File: src/rtl/qenc_map.svh
// Register offsets, field positions, reset values and timing counts of the encoder input
`ifndef QENC_MAP_SVH
`define QENC_MAP_SVH
`define QENC_OFF_RES 12'h000
`define QENC_OFF_CFG 12'h004
`define QENC_OFF_STAT 12'h008
`define QENC_OFF_POS 12'h00c
`define QENC_OFF_SPEED 12'h010
`define QENC_CFG_DIR 0
`define QENC_CFG_CHK 1
`define QENC_CFG_TUNE 2
`define QENC_CFG_TC_LO 8
`define QENC_CFG_TC_HI 14
`define QENC_STAT_FAULT 0
`define QENC_STAT_SWAP 1
`define QENC_STAT_REV 2
`define QENC_RES_MIN 13'h0168
`define QENC_RES_MAX 13'h1000
`define QENC_RES_RST 13'h0400
`define QENC_TC_MAX 7'h64
`define QENC_TC_RST 7'h01
`define QENC_CLK_HZ 40000000
`define QENC_CYC_PER_MS (`QENC_CLK_HZ / 1000)
`define QENC_SPEED_WIN_MS 15
`define QENC_LOSS_MS 100
`define QENC_RPM_SCALE 32'h0000_03e8
`endif

File: src/rtl/qenc_pkg.sv
// Types shared by the encoder input design
package qenc_pkg;
    typedef enum logic [0:0] {
        DIV_IDLE = 1'b0,
        DIV_RUN = 1'b1
    } div_state_t;
    typedef logic [21:0] hold_cyc_t;
endpackage

File: src/rtl/qenc_phase_filter.sv
// Glitch filter for one encoder phase: a new level must hold for the set time
module qenc_phase_filter (
    input wire logic i_clk,
    input wire logic i_rst_n,
    input wire logic i_din,
    input wire qenc_pkg::hold_cyc_t i_hold_cyc,
    output logic o_dout
);
    import qenc_pkg::*;
    hold_cyc_t cnt_r;
    logic dout_r;
    wire logic same = (i_din == dout_r);
    wire logic done = (cnt_r >= i_hold_cyc);
    always_ff @(posedge i_clk or negedge i_rst_n) begin
        if (!i_rst_n) begin
            cnt_r <= '0;
            dout_r <= 1'b0;
        end else if (same) begin
            cnt_r <= '0;
        end else if (done) begin
            // Time constant reached: accept the new level
            dout_r <= i_din;
            cnt_r <= '0;
        end else begin
            cnt_r <= cnt_r + 22'h000001;
        end
    end
    assign o_dout = dout_r;
endmodule

File: src/rtl/quadrature_encoder_input.sv
// Quadrature encoder input with APB registers: decode, count, speed, filter, faults
`include "qenc_map.svh"
module quadrature_encoder_input #(
    parameter int SPEED_WIN_CYC = `QENC_SPEED_WIN_MS * `QENC_CYC_PER_MS,
    parameter int LOSS_CYC = `QENC_LOSS_MS * `QENC_CYC_PER_MS
) (
    input wire logic i_clk,
    input wire logic i_rst_n,
    input wire logic i_psel,
    input wire logic i_penable,
    input wire logic i_pwrite,
    input wire logic [11:0] i_paddr,
    input wire logic [31:0] i_pwdata,
    input wire logic i_enc_a,
    input wire logic i_enc_b,
    input wire logic i_motor_run,
    output logic [31:0] o_prdata,
    output logic o_pready,
    output logic o_pslverr,
    output logic o_enc_fault,
    output logic o_phase_swap_warning,
    output logic o_reverse
);
    import qenc_pkg::*;

    function automatic logic [12:0] clamp(input logic [12:0] v, input logic [12:0] lo,
                                          input logic [12:0] hi);
        clamp = (v < lo) ? lo : ((v > hi) ? hi : v);
    endfunction

    logic [12:0] resolution_setting_code_r;
    logic direction_setting_code_r;
    logic fault_check_setting_code_r;
    logic tune_r;
    logic [6:0] input_filter_time_constant_r;
    logic fault_r, swap_r, rev_r;
    logic [31:0] pos_r, prdata_r, speed_r;
    logic pready_r, pslverr_r;
    logic [1:0] ab_r;
    logic [16:0] win_edges_r, tune_cnt_r;
    logic [31:0] win_cnt_r, loss_cnt_r;
    div_state_t div_st_r;
    logic [31:0] div_num_r, div_rem_r;
    logic [4:0] div_cnt_r;
    logic filt_a, filt_b;

    // Bus decode
    wire logic setup = i_psel & ~i_penable;
    wire logic wr = i_psel & i_penable & pready_r & i_pwrite;
    wire logic hit_res = (i_paddr == `QENC_OFF_RES);
    wire logic hit_cfg = (i_paddr == `QENC_OFF_CFG);
    wire logic hit_stat = (i_paddr == `QENC_OFF_STAT);
    wire logic hit_pos = (i_paddr == `QENC_OFF_POS);
    wire logic hit_spd = (i_paddr == `QENC_OFF_SPEED);
    wire logic mapped = hit_res | hit_cfg | hit_stat | hit_pos | hit_spd;
    wire logic [31:0] rd_mux =
        hit_res ? {19'h0, resolution_setting_code_r} :
        hit_cfg ? {17'h0, input_filter_time_constant_r, 5'h0, tune_r,
                   fault_check_setting_code_r, direction_setting_code_r} :
        hit_stat ? {29'h0, rev_r, swap_r, fault_r} :
        hit_pos ? pos_r :
        hit_spd ? speed_r : 32'h0;
    wire logic [12:0] tc_clamped = clamp({6'h0, i_pwdata[`QENC_CFG_TC_HI:`QENC_CFG_TC_LO]},
                                         13'h0000, {6'h0, `QENC_TC_MAX});
    wire logic [6:0] tc_wr = tc_clamped[6:0];
    wire logic [12:0] res_wr = clamp(i_pwdata[12:0], `QENC_RES_MIN, `QENC_RES_MAX);
    wire logic [1:0] clr_stat = (wr & hit_stat) ? i_pwdata[1:0] : 2'b00;
    wire logic cfg_wr = wr & hit_cfg;

    // Filter time constant in clock cycles, 1 ms step
    wire hold_cyc_t hold_cyc = hold_cyc_t'(input_filter_time_constant_r * `QENC_CYC_PER_MS);
    qenc_phase_filter filt_a_u (
        .i_clk(i_clk), .i_rst_n(i_rst_n), .i_din(i_enc_a), .i_hold_cyc(hold_cyc),
        .o_dout(filt_a)
    );
    qenc_phase_filter filt_b_u (
        .i_clk(i_clk), .i_rst_n(i_rst_n), .i_din(i_enc_b), .i_hold_cyc(hold_cyc),
        .o_dout(filt_b)
    );

    // Quadrature decode on filtered phases, {A,B}
    wire logic [1:0] ab = {filt_a, filt_b};
    wire logic a_lead = (ab == {~ab_r[0], ab_r[1]});
    wire logic b_lead = (ab == {ab_r[0], ~ab_r[1]});
    wire logic illegal = ((ab ^ ab_r) == 2'b11);
    wire logic fwd = direction_setting_code_r ? b_lead : a_lead;
    wire logic rev = direction_setting_code_r ? a_lead : b_lead;
    wire logic [16:0] step = fwd ? 17'h00001 : (rev ? 17'h1ffff : 17'h00000);
    wire logic [16:0] win_next = win_edges_r + step;
    wire logic win_end = (win_cnt_r == 32'(SPEED_WIN_CYC - 1));
    wire logic loss_hit = (loss_cnt_r == 32'(LOSS_CYC - 1));
    // Open-collector encoders cannot be checked; software clears the enable
    wire logic chk = fault_check_setting_code_r;
    wire logic fault_set = chk & (illegal | (loss_hit & i_motor_run));
    // Tuning drives the motor forward; a net reverse count means swapped wiring
    wire logic swap_set = tune_r & cfg_wr & ~i_pwdata[`QENC_CFG_TUNE] & tune_cnt_r[16];
    wire logic [16:0] win_mag = win_edges_r[16] ? (17'h0 - win_edges_r) : win_edges_r;
    wire logic [32:0] div_try = {div_rem_r, div_num_r[31]} - {20'h0, resolution_setting_code_r};

    always_ff @(posedge i_clk or negedge i_rst_n) begin
        if (!i_rst_n) begin
            resolution_setting_code_r <= `QENC_RES_RST;
            direction_setting_code_r <= 1'b0;
            fault_check_setting_code_r <= 1'b1;
            tune_r <= 1'b0;
            input_filter_time_constant_r <= `QENC_TC_RST;
            pready_r <= 1'b0;
            pslverr_r <= 1'b0;
            prdata_r <= 32'h0;
        end else begin
            pready_r <= setup;
            pslverr_r <= setup & ~mapped;
            prdata_r <= setup ? rd_mux : prdata_r;
            if (wr & hit_res) begin
                resolution_setting_code_r <= res_wr;
            end
            if (cfg_wr) begin
                direction_setting_code_r <= i_pwdata[`QENC_CFG_DIR];
                fault_check_setting_code_r <= i_pwdata[`QENC_CFG_CHK];
                tune_r <= i_pwdata[`QENC_CFG_TUNE];
                input_filter_time_constant_r <= tc_wr;
            end
        end
    end

    always_ff @(posedge i_clk or negedge i_rst_n) begin
        if (!i_rst_n) begin
            ab_r <= 2'b00;
            pos_r <= 32'h0;
            rev_r <= 1'b0;
            fault_r <= 1'b0;
            swap_r <= 1'b0;
            tune_cnt_r <= 17'h0;
            loss_cnt_r <= 32'h0;
        end else begin
            ab_r <= ab;
            pos_r <= pos_r + {{15{step[16]}}, step};
            rev_r <= rev ? 1'b1 : (fwd ? 1'b0 : rev_r);
            // Set wins over a clear in the same cycle
            fault_r <= (fault_r & ~clr_stat[0]) | fault_set;
            swap_r <= (swap_r & ~clr_stat[1]) | swap_set;
            tune_cnt_r <= tune_r ? tune_cnt_r + step : 17'h0;
            loss_cnt_r <= (fwd | rev | ~i_motor_run | loss_hit) ? 32'h0 : loss_cnt_r + 32'h1;
        end
    end

    // Speed in rpm: edges per 15 ms times 1000 over pulses per turn
    always_ff @(posedge i_clk or negedge i_rst_n) begin
        if (!i_rst_n) begin
            win_cnt_r <= 32'h0;
            win_edges_r <= 17'h0;
            div_st_r <= DIV_IDLE;
            div_num_r <= 32'h0;
            div_rem_r <= 32'h0;
            div_cnt_r <= 5'h0;
            speed_r <= 32'h0;
        end else begin
            win_cnt_r <= win_end ? 32'h0 : win_cnt_r + 32'h1;
            win_edges_r <= win_end ? 17'h0 : win_next;
            case (div_st_r)
                DIV_IDLE: begin
                    if (win_end) begin
                        div_num_r <= {15'h0, win_mag} * `QENC_RPM_SCALE;
                        div_rem_r <= 32'h0;
                        div_cnt_r <= 5'h0;
                        div_st_r <= DIV_RUN;
                    end
                end
                DIV_RUN: begin
                    div_rem_r <= div_try[32] ? {div_rem_r[30:0], div_num_r[31]} : div_try[31:0];
                    div_num_r <= {div_num_r[30:0], ~div_try[32]};
                    div_cnt_r <= div_cnt_r + 5'h1;
                    if (div_cnt_r == 5'h1f) begin
                        speed_r <= {div_num_r[30:0], ~div_try[32]};
                        div_st_r <= DIV_IDLE;
                    end
                end
                default: div_st_r <= DIV_IDLE;
            endcase
        end
    end

    assign o_prdata = prdata_r;
    assign o_pready = pready_r;
    assign o_pslverr = pslverr_r;
    assign o_enc_fault = fault_r;
    assign o_phase_swap_warning = swap_r;
    assign o_reverse = rev_r;
endmodule

File: config.mk
export PLATFORM = sky130hd
export DESIGN_NAME = quadrature_encoder_input
export DESIGN_NICKNAME = d
export VERILOG_FILES = /design/src/rtl/qenc_pkg.sv /design/src/rtl/qenc_phase_filter.sv /design/src/rtl/quadrature_encoder_input.sv
export VERILOG_INCLUDE_DIRS = /design/src /design/src/rtl
export SDC_FILE = /design/constraint.sdc
export NUM_CORES = 1
export LEC_CHECK = 0
export ABC_AREA = 0
export CORE_MARGIN = 2
export CORE_UTILIZATION = 60
export DETAILED_ROUTE_END_ITERATION = 8
export DONT_BUFFER_PORTS = 1
export PLACE_DENSITY = 0.87
export SETUP_SLACK_MARGIN = 0.1
export SLEW_MARGIN = 20
export SYNTH_ARGS = -nofsm -noshare
export SYNTH_HDL_FRONTEND = slang
export SYNTH_HIERARCHICAL = 1
export SYNTH_SLANG_ARGS = --single-unit
File: constraint.sdc
create_clock -name i_clk -period 14.1 [get_ports i_clk]
set_input_delay 0.705 -clock i_clk [delete_from_list [all_inputs] [get_ports i_clk]]
set_output_delay 0.705 -clock i_clk [all_outputs]
set_load 0.05 [all_outputs]
==> results.tsv <==
stage	metric	value	unit
yosys	synth_top_area_frac	0.360	
job	maxCapViolCount	0	
critical_path	slowest_delay	0.56	ns
sta	rsz0062_at_grt	false	
critical_path	path_delay_family	adder cells	
floorplan	num_rows	72	
clocking	cts_made_buffers	38	
sta	period_share	0.456	
floorplan	core-area	38600	µm²
sta	finClkSkew	0.0156	ns
clocking	htree_num_levels	2	
placed_design	portBuffers	0	
layout	fin_nets	2786	
route	drt_wl_total	54700	µm
global_routing	gr-usage-all-layers	0.271	
yosys	synth-main-ff-cell	dfrtp_1	
layout	area_growth	8.69	%
yosys	ys_types	85	
critical_path	crit_required	14.53	ns
clocking	cts-root-buf	clkbuf_16	
floorplan	io_pins	89	
sta	layout_min_cycle_time	6.44	ns
hold_path	holdPathStages	1	
placed_design	dp_hpwl	38400	µm
yosys	synth_area_leaders	dfrtp_1, ha_1, fa_1	
critical_path	endpoint_kind	flip-flop	
route	route.detailed.drc	0	
yosys	synthCells	2459	
critical_path	critical_path_class	flip-flop to flip-flop	
layout	fillCellCount	2777	
run_status	status	finished clean	
yosys	yosysWarnings	6	
clocking	cts.sinks	340	
yosys	synth-seq-cells	340	
placed_design	place_inst	2932	
sta	worst_slew_pin_slew	1.09	ns
global_routing	grt_pass1_vias	18800	
yosys	synth_edf_count	0	
route	routed_via_density	6.07	
critical_path	cpMaxStageDelayCell	fa_1	
critical_path	rr_worst_depth	22	
yosys	syn_area	23400	µm²
floorplan	die_x	202	µm
route	routedWlPerCell	18.2	µm
global_routing	grt_overflow_total	0	
sta	clock.fmax	155	MHz
placed_design	gp_congestion	0.912	
sta	max-slew-margin-rel	0.273	
route	drt_iter0_markers	1539	
floorplan	fp.dieH	202	µm
critical_path	critPathMaxFanout	7	
sta	setup_viol	0	
yosys	avgSynthCellArea	9.52	µm²
yosys	synth_top_area_cell	dfrtp_1	
route	firstDrtPassIters	5	
sta	setup_tns	0	ns
floorplan	die_area	40600	µm²
layout	fin_cells	3009	
clocking	clock_latency	0.55	ns
floorplan	start_util	0.607	
global_routing	grt_max_degree	338	
critical_path	start_kind	flip-flop	
hold_path	hold_class	primary input to flip-flop	
layout	drive_gt1_frac	0.0819	
critical_path	arrival	6.87	ns
critical_path	cp.depth	22	
route	ant_nets	0	
clocking	cts_setup_buffers	0	
sta	finalHoldViolCount	0	
critical_path	crit_chain	inv_1 > ha_1 > nand2_1 > or4_1 > o41ai_1 > xor2_1 > inv_1 > fa_1 > inv_1 > fa_1 > fa_1 > fa_1 > inv_1 > ha_1 > a21oi_1 > o21ai_0 > o31ai_1 > a21oi_1 > a211oi_1 > xnor2_1 > o21ai_0 > mux2_2	
sta	slew_violations	0	
clocking	clockBufferDepth	3	
yosys	synthArstFlopShare	1.00	
yosys	ys_seq_area_frac	0.364	
critical_path	path_buf_inv	4	
global_routing	grt_first_pass_wirelength	91500	µm
clocking	clk_pin_slew	0.06	ns
global_routing	antenna_found_initial	0	
route	vias	18300	
clocking	cts_tree	done	
## area by class of cell
| type | count | area [µm²] | area share |
|---|---|---|---|
| diodes | 1 | 2.50 | 0.0000983 |
| clock buffers | 55 | 1160 | 0.0455 |
| clock inverters | 15 | 243 | 0.00954 |
| inverters | 201 | 754 | 0.0296 |
| multi-input cells | 1864 | 13900 | 0.547 |
| flip-flops and latches | 340 | 8520 | 0.335 |
| well taps | 518 | 648 | 0.0255 |
| repair buffers | 15 | 205 | 0.00806 |
## layout by cell type, fill, tap and decap left out, types with 18 or more instances in the layout
| master | synthesis | layout |
|---|---|---|
| dfrtp_1 | 337 | 336 |
| nand2_1 | 234 | 234 |
| ha_1 | 213 | 213 |
| inv_1 | 200 | 199 |
| nor2_1 | 158 | 156 |
| xnor2_1 | 134 | 134 |
| o21ai_0 | 129 | 129 |
| a21oi_1 | 117 | 117 |
| xor2_1 | 105 | 105 |
| nand3_1 | 84 | 84 |
| fa_1 | 61 | 61 |
| a21o_1 | 45 | 45 |
| mux2_2 | 42 | 42 |
| nor2_2 | 40 | 41 |
| clkbuf_16 | 0 | 41 |
| and3_1 | 39 | 39 |
| mux2i_1 | 36 | 36 |
| nor3_1 | 32 | 31 |
| and2_1 | 29 | 29 |
| a22oi_1 | 26 | 26 |
| nand2b_1 | 23 | 22 |
| o21bai_1 | 21 | 21 |
| or3_1 | 21 | 21 |
| a31oi_1 | 18 | 18 |
| nand4_1 | 18 | 18 |
## sequential cells by signal, summed over array words and instances, names as in the netlist, 2 cells and up
| signal | cells |
|---|---|
| div_cnt_r | 5 |
| input_filter_time_constant_r | 7 |
| ab_r | 2 |
| tune_cnt_r | 17 |
| pos_r | 32 |
| loss_cnt_r | 32 |
| div_num_r | 32 |
| filt_b_u/cnt_r | 22 |
| win_cnt_r | 32 |
| win_edges_r | 17 |
| div_rem_r | 32 |
| speed_r | 32 |
| resolution_setting_code_r | 13 |
| o_prdata | 32 |
| filt_a_u/cnt_r | 22 |
## layer usage
| metal | GRT usage | wire, µm | vias to the layer above | part of all wire |
|---|---|---|---|---|
| met5 | 0 | 0 | - | 0 |
| met3 | 0.0445 | 3240 | 136 | 0.059 |
| met4 | 0.101 | 1830 | 0 | 0.033 |
| li1 | - | - | 8520 | - |
| met2 | 0.475 | 27300 | 587 | 0.50 |
| met1 | 0.339 | 22300 | 9034 | 0.41 |
## final timing paths
| kind | from | end | slack [ns] |
|---|---|---|---|
| worst max register to register | win_edges_r[0] | div_num_r[26] | 7.66 |
| worst min-delay path | i_pwdata[2] | o_phase_swap_warning | 0.25 |
| worst max-delay path | win_edges_r[0] | div_num_r[26] | 7.66 |
| max in group asynchronous | i_rst_n | tune_cnt_r[9] | 11.75 |
| min in group asynchronous | i_rst_n | filt_b_u/cnt_r[21] | 0.58 |
| worst min register to register | win_cnt_r[4] | win_cnt_r[4] | 0.48 |
## worst register-to-register path: cells and delay by family, from the launching register on
kind / cells / cell delay, ns
flip-flops: 1 / 0.48
AND/OR/NAND/NOR: 2 / 0.58
AO/OA/AOI/OAI: 7 / 1.41
buffers and inverters: 4 / 0.42
XOR/XNOR: 2 / 0.56
adder cells (fa/ha/maj): 6 / 2.60
multiplexers: 1 / 0.28
## what timing repair did
item	CTS	global route
hold buffers	2	1
hold endpoints to repair	337	1
resized for setup	0	0
## Yosys cell counts (21+ instances only)
| library cell | number |
|---|---|
| xnor2_1 | 134 |
| and2_1 | 29 |
| xor2_1 | 105 |
| a21o_1 | 45 |
| mux2_2 | 42 |
| nor2_1 | 158 |
| and3_1 | 39 |
| o21bai_1 | 21 |
| nor3_1 | 32 |
| clkbuf_1 | 55 |
| dfrtp_1 | 337 |
| mux2i_1 | 36 |
| nand2b_1 | 23 |
| or3_1 | 21 |
| ha_1 | 213 |
| a22oi_1 | 26 |
| nand3_1 | 84 |
| o21ai_0 | 129 |
| a21oi_1 | 117 |
| inv_1 | 200 |
| nor2_2 | 40 |
| fa_1 | 61 |
| nand2_1 | 234 |
## cell families (layout without fill, tap and decap cells)
kind of cell | Yosys count | count (layout) | share of synthesized area
AO/OA/AOI/OAI | 485 | 485 | 0.132
XOR/XNOR | 239 | 239 | 0.0894
adder cells (fa/ha/maj) | 275 | 275 | 0.166
buffers and inverters | 266 | 286 | 0.0443
flip-flops | 340 | 340 | 0.364
multiplexers | 82 | 82 | 0.0383
other | 1 | 13 | 0.000160
AND/OR/NAND/NOR | 771 | 771 | 0.166
## stage by stage
step                hold slack, ns  cell area (µm²)  setup WS [ns]   util
global placement             0.420            23900           7.84  0.620
finish                       0.250            25500           7.66  0.660
detailed placement           0.418            23900           7.73  0.620
floorplan                    0.409            23500           8.32      -
CTS                          0.232            25400           7.69  0.658
global route                 0.254            25400           7.24  0.660
Power is not shown: default switching activity piles up to over one toggle a cycle in this logic, so the estimate is an artifact.
